### config.mk
export PLATFORM = sky130hd
export DESIGN_NAME = sfi_frame_rx
export DESIGN_NICKNAME = d
export VERILOG_FILES = /design/src/sfi_buf2.v /design/src/sfi_frame_rx.v
export VERILOG_INCLUDE_DIRS = /design/src
export SDC_FILE = /design/constraint.sdc
export NUM_CORES = 1
export LEC_CHECK = 0
export ABC_AREA = 1
export BUFFER_PORTS_ARGS = -buffer_cell sky130_fd_sc_hd__buf_2
export CAP_MARGIN = 25
export CORE_MARGIN = 4
export CORE_UTILIZATION = 53
export CTS_CLUSTER_SIZE = 28
export DETAILED_ROUTE_END_ITERATION = 6
export HOLD_SLACK_MARGIN = 0.05
export PLACE_DENSITY = 0.71
export SYNTH_ARGS = -nofsm -noshare
export SYNTH_HDL_FRONTEND = slang
export SYNTH_SLANG_ARGS = --single-unit
### constraint.sdc
create_clock -name clk_i -period 3.44 [get_ports clk_i]
set_clock_uncertainty 0.2 [all_clocks]
set_input_delay 0 -clock clk_i [delete_from_list [all_inputs] [get_ports clk_i]]
set_output_delay 0 -clock clk_i [all_outputs]
set_load 0.02 [all_outputs]
### src/sfi_regs.vh
// Constants for the serial frame input block
`ifndef SFI_REGS_VH
`define SFI_REGS_VH
`define SFI_WORD_BITS    16
`define SFI_CNT_BITS     6
`define SFI_CNT_FULL     6'h10
`define SFI_CNT_ABORT    6'h0f
`define SFI_CNT_MAX      6'h3f
`define SFI_WORD_RST     16'h0000
`define SFI_SCLK_IDLE    3'h7
`define SFI_SYNC_IDLE    3'h7
`define SFI_DIN_RST      2'h0
`endif

### src/sfi_buf2.v
// Two-entry valid/ready buffer for received words
`timescale 1ns/1ps
module sfi_buf2 #(
  parameter WIDTH = 16
) (
  input  wire             clk_i,
  input  wire             rst_n_i,
  input  wire             in_valid_i,
  output wire             in_ready_o,
  input  wire [WIDTH-1:0] in_data_i,
  output wire             out_valid_o,
  input  wire             out_ready_i,
  output wire [WIDTH-1:0] out_data_o
);
  reg [WIDTH-1:0] mem_q [0:1];
  reg             wr_q;
  reg             rd_q;
  reg [1:0]       cnt_q;
  wire            push;
  wire            pop;

  assign in_ready_o  = (cnt_q != 2'h2);
  assign out_valid_o = (cnt_q != 2'h0);
  assign out_data_o  = mem_q[rd_q];
  assign push        = in_valid_i & in_ready_o;
  assign pop         = out_valid_o & out_ready_i;

  always @(posedge clk_i or negedge rst_n_i) begin
    if (!rst_n_i) begin
      wr_q     <= 1'b0;
      rd_q     <= 1'b0;
      cnt_q    <= 2'h0;
      mem_q[0] <= {WIDTH{1'b0}};
      mem_q[1] <= {WIDTH{1'b0}};
    end else begin
      if (push) begin
        mem_q[wr_q] <= in_data_i;
        wr_q        <= ~wr_q;
      end
      if (pop) begin
        rd_q <= ~rd_q;
      end
      case ({push, pop})
        2'b10:   cnt_q <= cnt_q + 2'h1;
        2'b01:   cnt_q <= cnt_q - 2'h1;
        default: cnt_q <= cnt_q;
      endcase
    end
  end
endmodule // sfi_buf2

### src/sfi_frame_rx.v
// Serial frame input port: shift register, frame update, abort and chain output
// Operation
// - Shift data in on clock falls while framed
// - Strobe rise after 16 falls applies word
// - Rise before 16th fall aborts, nothing changes
// - Chain output driven only past 16 clocks
`timescale 1ns/1ps
`include "sfi_regs.vh"
module sfi_frame_rx #(
  parameter WIDTH = `SFI_WORD_BITS
) (
  input  wire             clk_i,
  input  wire             rst_n_i,
  input  wire             sclk_i,
  input  wire             sync_n_i,
  input  wire             sdin_i,
  output reg              sdout_o,
  output reg              sdout_oe_o,
  output reg  [WIDTH-1:0] word_o,
  output reg              word_valid_o,
  input  wire             word_ready_i,
  output reg              overflow_o
);
  // ---------------------------------------------------------------
  // Local constants
  // ---------------------------------------------------------------
  localparam CNT_W = `SFI_CNT_BITS;

  // Frame phases, tracked from the strobe fall to its rise
  localparam [1:0] PH_IDLE  = 2'h0;
  localparam [1:0] PH_SHIFT = 2'h1;
  localparam [1:0] PH_FULL  = 2'h2;
  localparam [1:0] PH_CHAIN = 2'h3;

  // ---------------------------------------------------------------
  // Helper functions
  // ---------------------------------------------------------------
  // Falling edge between an older and a newer synchronised sample
  function edge_fall;
    input old_bit;
    input new_bit;
    begin
      edge_fall = old_bit & ~new_bit;
    end
  endfunction

  // Rising edge between an older and a newer synchronised sample
  function edge_rise;
    input old_bit;
    input new_bit;
    begin
      edge_rise = ~old_bit & new_bit;
    end
  endfunction

  // Edge counter step that holds at the top instead of wrapping
  function [CNT_W-1:0] sat_inc;
    input [CNT_W-1:0] val;
    begin
      if (val == `SFI_CNT_MAX) begin
        sat_inc = val;
      end else begin
        sat_inc = val + {{(CNT_W-1){1'b0}}, 1'b1};
      end
    end
  endfunction

  // ---------------------------------------------------------------
  // Pin synchronisers
  // ---------------------------------------------------------------
  // Idle levels are loaded at reset so no false edge follows release
  reg [2:0] sclk_q;
  reg [2:0] sync_q;
  reg [1:0] din_q;

  always @(posedge clk_i or negedge rst_n_i) begin
    if (!rst_n_i) begin
      sclk_q <= `SFI_SCLK_IDLE;
      sync_q <= `SFI_SYNC_IDLE;
      din_q  <= `SFI_DIN_RST;
    end else begin
      sclk_q <= {sclk_q[1:0], sclk_i};
      sync_q <= {sync_q[1:0], sync_n_i};
      din_q  <= {din_q[0], sdin_i};
    end
  end

  // Only the second and third stages feed logic
  wire sclk_fall = edge_fall(sclk_q[2], sclk_q[1]);
  wire sync_fall = edge_fall(sync_q[2], sync_q[1]);
  wire sync_rise = edge_rise(sync_q[2], sync_q[1]);
  wire framed    = ~sync_q[2];
  wire shift_en  = framed & sclk_fall;

  // ---------------------------------------------------------------
  // Edge counter
  // ---------------------------------------------------------------
  reg [CNT_W-1:0] cnt_q;

  always @(posedge clk_i or negedge rst_n_i) begin
    if (!rst_n_i) begin
      cnt_q <= {CNT_W{1'b0}};
    end else if (sync_fall) begin
      cnt_q <= {CNT_W{1'b0}};
    end else if (shift_en) begin
      cnt_q <= sat_inc(cnt_q);
    end
  end

  // ---------------------------------------------------------------
  // Input shift register and chain bit
  // ---------------------------------------------------------------
  // The bit leaving the top is the data seen 16 falls earlier
  reg [WIDTH-1:0] shift_q;
  reg             out_bit_q;

  always @(posedge clk_i or negedge rst_n_i) begin
    if (!rst_n_i) begin
      shift_q   <= `SFI_WORD_RST;
      out_bit_q <= 1'b0;
    end else if (shift_en) begin
      shift_q   <= {shift_q[WIDTH-2:0], din_q[1]};
      out_bit_q <= shift_q[WIDTH-1];
    end
  end

  // ---------------------------------------------------------------
  // Frame phase
  // ---------------------------------------------------------------
  // FULL is reached on the 16th fall, CHAIN on any fall after it
  reg [1:0] phase_q;
  reg [1:0] phase_d;

  always @* begin
    phase_d = phase_q;
    case (phase_q)
      PH_IDLE: begin
        if (sync_fall) begin
          phase_d = PH_SHIFT;
        end
      end
      PH_SHIFT: begin
        if (sync_rise) begin
          phase_d = PH_IDLE;
        end else if (shift_en && (cnt_q == `SFI_CNT_ABORT)) begin
          phase_d = PH_FULL;
        end
      end
      PH_FULL: begin
        if (sync_rise) begin
          phase_d = PH_IDLE;
        end else if (shift_en && (cnt_q == `SFI_CNT_FULL)) begin
          phase_d = PH_CHAIN;
        end
      end
      PH_CHAIN: begin
        if (sync_rise) begin
          phase_d = PH_IDLE;
        end
      end
      default: begin
        phase_d = PH_IDLE;
      end
    endcase
  end

  always @(posedge clk_i or negedge rst_n_i) begin
    if (!rst_n_i) begin
      phase_q <= PH_IDLE;
    end else begin
      phase_q <= phase_d;
    end
  end

  // ---------------------------------------------------------------
  // Update decision
  // ---------------------------------------------------------------
  // A strobe rise pushes the word only once 16 falls were counted;
  // an earlier rise leaves the buffer and outputs untouched
  wire frame_full = (phase_q == PH_FULL) | (phase_q == PH_CHAIN);
  reg  push_q;

  always @(posedge clk_i or negedge rst_n_i) begin
    if (!rst_n_i) begin
      push_q <= 1'b0;
    end else begin
      push_q <= sync_rise & frame_full;
    end
  end

  // ---------------------------------------------------------------
  // Chain output: the bit shifted out of the top, only past 16 clocks
  // ---------------------------------------------------------------
  wire chain_on = framed & (phase_q == PH_CHAIN);

  always @(posedge clk_i or negedge rst_n_i) begin
    if (!rst_n_i) begin
      sdout_o    <= 1'b0;
      sdout_oe_o <= 1'b0;
    end else begin
      sdout_oe_o <= chain_on;
      sdout_o    <= chain_on & out_bit_q;
    end
  end

  // ---------------------------------------------------------------
  // Word buffer toward the converter
  // ---------------------------------------------------------------
  // The buffer pops on exactly the condition on which the output
  // stage loads, otherwise a word would be repeated
  wire             buf_ready;
  wire             buf_valid;
  wire [WIDTH-1:0] buf_data;
  wire             stage_free = ~word_valid_o | word_ready_i;
  wire             take       = buf_valid & stage_free;

  sfi_buf2 #(
    .WIDTH (WIDTH)
  ) u_buf (
    .clk_i       (clk_i),
    .rst_n_i     (rst_n_i),
    .in_valid_i  (push_q),
    .in_ready_o  (buf_ready),
    .in_data_i   (shift_q),
    .out_valid_o (buf_valid),
    .out_ready_i (stage_free),
    .out_data_o  (buf_data)
  );

  // ---------------------------------------------------------------
  // Registered output stage
  // ---------------------------------------------------------------
  // Takes a word when empty or being drained; a push into a full
  // buffer is dropped and flagged until reset
  always @(posedge clk_i or negedge rst_n_i) begin
    if (!rst_n_i) begin
      word_o       <= `SFI_WORD_RST;
      word_valid_o <= 1'b0;
      overflow_o   <= 1'b0;
    end else begin
      if (take) begin
        word_o       <= buf_data;
        word_valid_o <= 1'b1;
      end else if (word_ready_i) begin
        word_valid_o <= 1'b0;
      end
      if (push_q && !buf_ready) begin
        overflow_o <= 1'b1;
      end
    end
  end
endmodule // sfi_frame_rx

==> metrics.txt, run 1 <==
drt via density 4.922; clk sink count 90; Row Count 30; reg-to-reg slack, setup 1430 ps; Synth Warn # 0; largest net degree at the start of global routing 48; Post-DP Area 0.003880 mm^2; Core Footprint 0.006794 mm^2; crit path kind reg2reg; CTS Buf Count 9; Cells after DPL 490; Max Freq 497.8 MHz; RePlAce Congestion 0.7268; number of global-route vias before repair 2439; ys flop type dfrtp_1; hpwl dp 4010 um; initial DRC count 195; Clk pin slew, worst setup/hold paths 90 ps; worst r2r src word_valid_o$_DFFE_PN0P_; sequential cell area fraction in the yosys report 0.6087; Nets 419; worst rel slew slack 0.5958; fin area 0.004130 mm^2; Post-synth EDFFs 0; die area 0.008407 mm^2; area delta synth->final 11.26%; FF-to-FF path depth 9; htree depth 3; initial antenna violation count 0; DIE HEIGHT 91.69 um; Die X 91.69 um; Setup crit end kind register; TNS Setup 0 ps; maxcap violations 0; IO Pins 26; maximum vdd drop 0.3468 mV; Non-Filler Instances 511; clock insertion delay at the later pin of the skew report 360 ps; crit share post-route 0.5839; gr usage total 0.1637; Final ANT Viol Nets 0; status completed; Longest Clk Path Bufs 2; cells after synthesis 381; Initial Utilization 0.5464; grt ovf 0; Final Worst Setup Slack 1431 ps; crit path cell chain inv_1, nor2_1, inv_1, o21ai_2, inv_2, ha_1, a21oi_1, o21ai_0, xnor2_1; Post-Syn Nets 390; Remaining DRCs 0; first-pass iteration count of the detailed router 4; Final Hold Violating Endpoints 0; worst r2r dst u_buf.cnt_q[1]$_DFFE_PN0P_; Synth async-reset ratio 1.000; Final min period 2009 ps; pre-CTS WS 1401 ps; critical path launch point type register; register bit total from synthesis 90; syn avg cell area 9.744 um^2; # fillers 563; Slowest cell on crit path inv_2; RSZ-0062 raised after global routing false; DRT Wirelength 6219 um; WP data required 3490 ps; Post-CTS Setup Bufs 0; measured slew at the worst slew-check pin 604.2 ps; final total power 3.296 mW; Power Dens Cells 798.0 mW/mm^2; buffers added on ports 25; CP Data Arrival Time 2060 ps; first-pass GRT wire length 10990 um; setup violators final 0; CTS tree built; largest stage delay on the critical path 400 ps; Max FO, Critical Path 33; Slew Viols, Final 0; Pleak 1.892 nW; mapped cell area 0.003712 mm^2; WL/cell 12.17 um; Via Count 2515; Hold Crit Class in2async; Synth cell types 33; layout cells sized above 1 0.1566; clk root buf clkbuf_8; most used cell, CP inv_1; ANT cells 0
[how the worst max path moves through the flow]
stage	from	endpoint	slack, ps	cells past startpoint
2_1_floorplan	word_valid_o$_DFFE_PN0P_	u_buf.cnt_q[1]$_DFFE_PN0P_	1530	10
3_3_place_gp	word_valid_o$_DFFE_PN0P_	u_buf.cnt_q[1]$_DFFE_PN0P_	1430	9
3_5_place_dp	word_valid_o$_DFFE_PN0P_	u_buf.cnt_q[1]$_DFFE_PN0P_	1400	9
4_1_cts	word_valid_o$_DFFE_PN0P_	u_buf.cnt_q[1]$_DFFE_PN0P_	1380	9
5_1_grt	word_valid_o$_DFFE_PN0P_	u_buf.cnt_q[1]$_DFFE_PN0P_	1170	9
6_report	word_valid_o$_DFFE_PN0P_	u_buf.cnt_q[1]$_DFFE_PN0P_	1430	9
[critical path, delay by kind of cell, from the launching register on]
kind	cells	cell delay [ps]
simple gates	1	30
fa+ha+maj	1	350
buf+inv	3	520
compound gates	3	300
flops	1	380
xor+xnor	1	130
[logic make-up after synthesis]
family	count (synthesis)	share of synthesized area
AO/OA/AOI/OAI	76	0.1213
XOR/XNOR	4	0.009439
adder cells (fa/ha/maj)	3	0.01011
buffers and inverters	49	0.06201
flip-flops	90	0.6087
AND/OR/NAND/NOR	159	0.1884
[sequential cells by signal (all words and copies together), names as in the netlist]
register and count:
u_buf.mem_q 32, push_q 1, sdout_oe_o 1, sclk_q 3
din_q 2, sdout_o 1, u_buf.cnt_q 2, word_o 16
out_bit_q 1, overflow_o 1, sync_q 3, phase_q 2
u_buf.rd_q 1, u_buf.wr_q 1, word_valid_o 1, cnt_q 6
shift_q 16
[power by group]
| part | total [mW] | leakage [nW] | internal [mW] | switching (mW) |
|---|---|---|---|---|
| Combinational | 1.03 | 0.656 | 0.389 | 0.642 |
| Clock | 0.717 | 0.0975 | 0.344 | 0.373 |
| Sequential | 1.55 | 1.14 | 1.37 | 0.176 |
| Total | 3.30 | 1.89 | 2.10 | 1.19 |
[layout by cell type (no fill, tap or decap), types with 2 or more instances in the layout]
| cell type | instances |
|---|---|
| nand2_1 | 105 |
| dfrtp_1 | 84 |
| o21ai_0 | 38 |
| inv_1 | 31 |
| nor2_1 | 28 |
| buf_2 | 24 |
| o21a_1 | 16 |
| a31oi_1 | 16 |
| clkbuf_8 | 9 |
| nand3_1 | 6 |
| dfstp_2 | 6 |
| nand2_2 | 5 |
| dlygate4sd3_1 | 5 |
| buf_4 | 4 |
| nor3_1 | 3 |
| a21oi_1 | 3 |
| ha_1 | 3 |
| inv_2 | 2 |
| nand2_4 | 2 |
| nor3b_1 | 2 |
| xor2_1 | 2 |
| nor2_4 | 2 |
| nand4_1 | 2 |
| xnor2_1 | 2 |
| clkinv_4 | 2 |
| inv_6 | 2 |
[repair_timing]
| item | CTS | global route |
|---|---|---|
| endpoints found under the hold margin | 95 | 0 |
| hold buffers | 5 | 0 |
| gates resized for setup | 0 | 0 |
[cell usage after synthesis, types with 2 or more instances]
library cell / instances / area share
nor3_1: 3 / 0.0040
clkbuf_1: 3 / 0.0030
nand3_1: 6 / 0.0081
o21a_1: 16 / 0.032
dfrtp_1: 84 / 0.57
inv_2: 2 / 0.0020
xor2_1: 2 / 0.0047
ha_1: 3 / 0.010
inv_1: 31 / 0.031
nor2_1: 28 / 0.028
a31oi_1: 16 / 0.027
buf_4: 2 / 0.0040
nand4_1: 2 / 0.0034
nand2_4: 2 / 0.0061
buf_8: 2 / 0.0081
dfstp_2: 6 / 0.042
nor2_4: 2 / 0.0061
buf_2: 7 / 0.0094
o21ai_0: 38 / 0.051
nand2_1: 105 / 0.11
a21oi_1: 3 / 0.0040
nand2_2: 5 / 0.0084
nor3b_1: 2 / 0.0040
xnor2_1: 2 / 0.0047
[per-layer routing]
layer / global-route usage / vias up / wire, um
li1: - / 1280 / -
met1: 0.2071 / 1195 / 2908
met2: 0.2763 / 34 / 3065
met3: 0.03692 / 6 / 189
met4: 0.05941 / 0 / 55
met5: 0 / - / 0
[layout make-up]
cell class              count  area (um^2)  area share
inverters                  34        127.6     0.03090
multi-input cells         242         1222      0.2960
repair buffers             33        200.2     0.04847
flip-flops and latches     90         2260      0.5471
clock inverters             6        72.57     0.01757
clock buffers              10        127.6     0.03090
well taps                  96        120.1     0.02908
[per-stage QoR]
| stage | hold slack, ps | util |
|---|---|---|
| after detailed placement | -93.46 | 0.5711 |
| after floorplan | -495.6 | - |
| after CTS | 71.86 | 0.6079 |
| final | 50.95 | 0.6079 |
| after global placement | -93.35 | 0.5711 |
| after global routing | 87.24 | 0.6079 |
(Power assumes the default switching activity.)
==> run 2: changes to the inputs <==
==> constraint.sdc (replaced) <==
create_clock -name clk_i -period 2 [get_ports clk_i]
set_clock_uncertainty 0.2 [all_clocks]
set_input_delay 0 -clock clk_i [delete_from_list [all_inputs] [get_ports clk_i]]
set_output_delay 0 -clock clk_i [all_outputs]
set_load 0.02 [all_outputs]
==> metrics.txt, run 2 (synthesis results as in run 1) <==
status completed; max FFs per register 32 (unchanged); Final min period 1736 ps (-272.9 ps); most frequent cells in the layout 105 x nand2_1, 84 x dfrtp_1, 38 x o21ai_0; Nets 423 (+0.95%); htree depth 3 (unchanged); CTS Buf Count 9 (unchanged); critical path launch point type register; Die X 91.69 um (unchanged); Core Footprint 0.006794 mm^2 (unchanged); grt ovf 0 (unchanged); Post-CTS Setup Bufs 0 (unchanged); RePlAce Congestion 0.7643 (+5.2%); first-pass iteration count of the detailed router 6 (+2); PostCTS Resize Cnt 0 (unchanged); pre-CTS WS 280.6 ps (-1120 ps); Non-Filler Instances 515 (+0.78%); drt via density 4.847 (-1.5%); CP Data Arrival Time 1780 ps (-280 ps); maxcap violations 0 (unchanged); buffers added on ports 25 (unchanged); clk sink count 90 (unchanged); Clk pin slew, worst setup/hold paths 90 ps (about the same); TNS Setup 0 ps (unchanged); hpwl dp 4094 um (+2.1%); die area 0.008407 mm^2 (unchanged); clock insertion delay at the later pin of the skew report 350 ps (about the same); initial antenna violation count 0 (unchanged); Longest Clk Path Bufs 2 (unchanged); WP data required 2040 ps (-1450 ps); clk root buf clkbuf_8; area delta synth->final 13.28%; Final ANT Viol Nets 0 (unchanged); Final Hold Violating Endpoints 0 (unchanged); Slew Viols, Final 0 (unchanged); worst rel slew slack 0.6055 (+0.009773); Crit path buffers/inverters 1 (-2); first-pass GRT wire length 11220 um (+2.1%); Power Dens Cells 1384 mW/mm^2 (+73%); Biggest register u_buf.mem_q; gr usage total 0.1684 (+0.004694); RSZ-0062 raised after global routing false; Remaining DRCs 0 (unchanged); Setup crit end kind register; setup violators final 0 (unchanged); layout cells sized above 1 0.1647 (+0.008051); DIE HEIGHT 91.69 um (unchanged); Max FO, Critical Path 4 (-88%); crit share post-route 0.8679 (+0.2840); Regs by FF count u_buf.mem_q: 32 flops, shift_q: 16 flops, word_o: 16 flops; Final Worst Setup Slack 264.2 ps (-1167 ps); # hold bufs at CTS 7 (+2); Via Count 2496 (-0.76%); number of global-route vias before repair 2477 (+1.6%); measured slew at the worst slew-check pin 588.1 ps (-16.16 ps); DRT Wirelength 6293 um (+1.2%); CTS tree built; Cells after DPL 492 (+0.41%); Max Freq 576.1 MHz (+16%); crit path cell chain o21ai_2, inv_2, ha_1, a21oi_1, o21ai_0, xnor2_1; maximum vdd drop 0.5682 mV (+64%); initial DRC count 116 (-41%); Slowest cell on crit path dfrtp_1; Pleak 1.927 nW (+1.8%); Top delay family on crit path flip-flops; ANT cells 0 (unchanged); largest net degree at the start of global routing 61 (+27%); crit path kind reg2reg; Initial Utilization 0.5464 (unchanged); largest stage delay on the critical path 460 ps (+60 ps); Hold Crit Class in2reg; IO Pins 26 (unchanged); most common cell after layout, fill and taps aside nand2_1; Row Count 30 (unchanged); WL/cell 12.22 um (+0.40%)
-- run 2: worst register-to-register path, stage by stage, from the launching register on --
cell	delay (ps)
dfrtp_1	460
o21ai_2	230
inv_2	50
ha_1	310
a21oi_1	110
o21ai_0	110
xnor2_1	140
-- run 2: final cells by class --
type	instances	area, um^2
clock buffer	9	123.9
clock inverter	7	93.84
inverter	34	127.6
timing repair buffer	37	257.7
tap	96	120.1
fill	553	2589
sequential	90	2260
multi-input combinational	242	1222
-- run 2: metrics by stage --
step                hold WS, ps  area (um^2)  utilization  total power [mW]
finish                    77.43         4205       0.6190             5.819
CTS                       60.79         4205       0.6190             5.876
global route              70.49         4205       0.6190             6.200
detailed placement       -241.0         3908       0.5751             4.514
global placement         -240.2         3908       0.5751             4.435
floorplan                -495.6         3712            -             4.039
-- run 2: path summary, 6_finish.rpt --
| path | start | to | slack, ps | cells after the start |
|---|---|---|---|---|
| min | sdin_i | din_q[0]$_DFF_PN0_ | 80 | 2 |
| min in group asynchronous | rst_n_i | word_o[7]$_DFFE_PN0P_ | 500 | 4 |
| max | u_buf.cnt_q[1]$_DFFE_PN0P_ | u_buf.cnt_q[1]$_DFFE_PN0P_ | 260 | 6 |
| max reg2reg | u_buf.cnt_q[1]$_DFFE_PN0P_ | u_buf.cnt_q[1]$_DFFE_PN0P_ | 260 | 6 |
| min reg2reg | din_q[0]$_DFF_PN0_ | din_q[1]$_DFF_PN0_ | 160 | 0 |
| max in group asynchronous | rst_n_i | sclk_q[0]$_DFF_PN1_ | 740 | 4 |
-- run 2: metal layers --
metal | up-vias | wire length (um) | part of all wire | GRT usage
met5 | - | 0 | 0 | 0
met1 | 1166 | 3010 | 0.48 | 0.2168
met3 | 10 | 207 | 0.033 | 0.04594
li1 | 1291 | - | - | -
met2 | 29 | 2960 | 0.47 | 0.2715
met4 | 0 | 115 | 0.018 | 0.06683
-- run 2: power by group --
| group | internal [mW] | switching (mW) |
|---|---|---|
| clock network | 0.701 | 0.640 |
| registers | 2.36 | 0.312 |
| logic | 0.692 | 1.11 |
| total | 3.75 | 2.07 |
==> run 3: changes to the inputs <==
==> constraint.sdc (replaced) <==
create_clock -name clk_i -period 1.8 [get_ports clk_i]
set_clock_uncertainty 0.2 [all_clocks]
set_input_delay 0 -clock clk_i [delete_from_list [all_inputs] [get_ports clk_i]]
set_output_delay 0 -clock clk_i [all_outputs]
set_load 0.02 [all_outputs]
==> metrics.txt, run 3 (synthesis results as in run 1) <==
CTS tree built; RSZ-0062 raised after global routing false; crit path kind reg2reg; Int Power 3.968 mW (+5.8%); setup violators final 0 (unchanged); most common cell after layout, fill and taps aside nand2_1; most frequent cells in the layout 105 x nand2_1, 83 x dfrtp_1, 38 x o21ai_0; pre-CTS WS 120.0 ps (-160.6 ps); fin area 0.004194 mm^2 (-0.27%); Top delay family on crit path flip-flops; grt ovf 0 (unchanged); clk sink count 90 (unchanged); critical path launch point type register; ANT cells 0 (unchanged); crit path cell chain o21ai_2, inv_2, ha_4, a21oi_1, o21ai_0, xnor2_1; Final Worst Setup Slack 123.9 ps (-140.2 ps); Die X 91.69 um (unchanged); Post-DP Area 0.003941 mm^2 (+0.86%); Clk pin slew, worst setup/hold paths 90 ps (about the same); final total power 6.327 mW (+8.7%); Cells after DPL 493 (+0.20%); Clk pwr share 0.211 (-0.020); Post-CTS Setup Bufs 0 (unchanged); initial antenna violation count 0 (unchanged); area delta synth->final 12.98%; met2 wire length 2895 um (-2.2%); Routed met3 length 165 um (-20%); WL met1 2935 um (-2.5%); IO Pins 26 (unchanged); Highest Signal Layer met4; max FFs per register 32 (unchanged); Core Footprint 0.006794 mm^2 (unchanged); CTS Buf Count 9 (unchanged); Setup crit end kind register; WL/cell 11.85 um (-3.0%); hpwl dp 3970 um (-3.0%); drt via density 4.920 (+1.5%); Net Sw Power 2.358 mW (+14%); DRT Wirelength 6104 um (-3.0%); Max Freq 596.6 MHz (+3.6%); RePlAce Congestion 0.7643 (unchanged); Pleak 1.921 nW (-0.29%); die area 0.008407 mm^2 (unchanged); Max FO, Critical Path 4 (unchanged); status completed; largest net degree at the start of global routing 91 (+49%); Biggest register u_buf.mem_q; maximum vdd drop 0.6085 mV (+7.1%); Power Dens Cells 1509 mW/mm^2 (+9.0%); Seq pwr share 0.469 (+0.010); measured slew at the worst slew-check pin 458.6 ps (-129.4 ps); worst rel slew slack 0.6942 (+0.08871); Via Count 2534 (+1.5%); first-pass iteration count of the detailed router 4 (-2); Non-Filler Instances 515 (unchanged); Row Count 30 (unchanged); Final ANT Viol Nets 0 (unchanged); maxcap violations 0 (unchanged); crit share post-route 0.9312 (+0.06324); clock insertion delay at the later pin of the skew report 360 ps (about the same); number of global-route vias before repair 2373 (-4.2%); Longest Clk Path Bufs 2 (unchanged); Final Hold Violating Endpoints 0 (unchanged); htree depth 3 (unchanged); largest stage delay on the critical path 470 ps (about the same); # fillers 567 (+2.5%); Remaining DRCs 0 (unchanged); Hold Crit Class in2reg; initial DRC count 126 (+8.6%); DIE HEIGHT 91.69 um (unchanged); CP Data Arrival Time 1720 ps (-60 ps); WP data required 1840 ps (-200 ps); Final min period 1676 ps (-59.76 ps); clk root buf clkbuf_8; Slowest cell on crit path dfrtp_1; Regs by FF count u_buf.mem_q: 32 flops, shift_q: 16 flops, word_o: 16 flops; buffers added on ports 25 (unchanged); Nets 423 (unchanged); TNS Setup 0 ps (unchanged); switching share of power 0.3728 (+0.01764); Slew Viols, Final 0 (unchanged); layout cells sized above 1 0.1695 (+0.004773); first-pass GRT wire length 10710 um (-4.6%); Initial Utilization 0.5464 (unchanged); combinational share of power 0.321 (+0.011); gr usage total 0.1597 (-0.008627); Crit path buffers/inverters 1 (unchanged)
[run 3: cell types whose count changed in the layout (fill, tap and decap cells not counted), moves of 2 or more]
cell,delta
inv_8,+3
bufinv_16,-2
clkinv_2,-2
clkinvlp_4,-2
inv_6,+2
[run 3: worst paths after layout]
check,to,startpoint,slack (ps),cells after the start
max reg2reg,u_buf.cnt_q[1]$_DFFE_PN0P_,u_buf.cnt_q[1]$_DFFE_PN0P_,120,6
min,din_q[0]$_DFF_PN0_,sdin_i,70,2
max,u_buf.cnt_q[1]$_DFFE_PN0P_,u_buf.cnt_q[1]$_DFFE_PN0P_,120,6
min in group asynchronous,word_o[9]$_DFFE_PN0P_,rst_n_i,590,4
max in group asynchronous,sclk_q[0]$_DFF_PN1_,rst_n_i,410,4
min reg2reg,din_q[1]$_DFF_PN0_,din_q[0]$_DFF_PN0_,160,0
[run 3: layout make-up]
type	instances	area (um^2)	area share
inverters	34	127.6	0.03043
well taps	96	120.1	0.02864
repair buffers	37	257.7	0.06146
multi-input cells	242	1235	0.2945
clock inverters	7	68.82	0.01641
flip-flops and latches	90	2261	0.5391
clock buffers	9	123.9	0.02953
[run 3: what timing repair did]
action	in CTS	in global routing
hold buffers	6	0
hold endpoints to repair	96	0
resized for setup	0	0
[run 3: stage by stage]
step           hold WS [ps]  utilization
3_5_place_dp         -125.1       0.5801
3_3_place_gp         -120.1       0.5801
2_1_floorplan        -495.6            -
4_1_cts               54.12       0.6173
5_1_grt               81.93       0.6173
6_report              71.29       0.6173
[run 3: metal layers]
| layer | global-route usage | up-vias |
|---|---|---|
| met2 | 0.2702 | 27 |
| met5 | 0 | - |
| met3 | 0.03199 | 10 |
| met1 | 0.2006 | 1206 |
| li1 | - | 1291 |
| met4 | 0.06683 | 0 |
[run 3: power groups by stage]
stage	combinational, mW	sequential, mW	clock (mW)
final	2.03	2.96	1.33
after global routing	2.29	3.04	1.46
after CTS	2.07	2.97	1.37
after detailed placement	2.06	3.01	0
after global placement	2.00	2.98	0
after floorplan	1.31	3.21	0
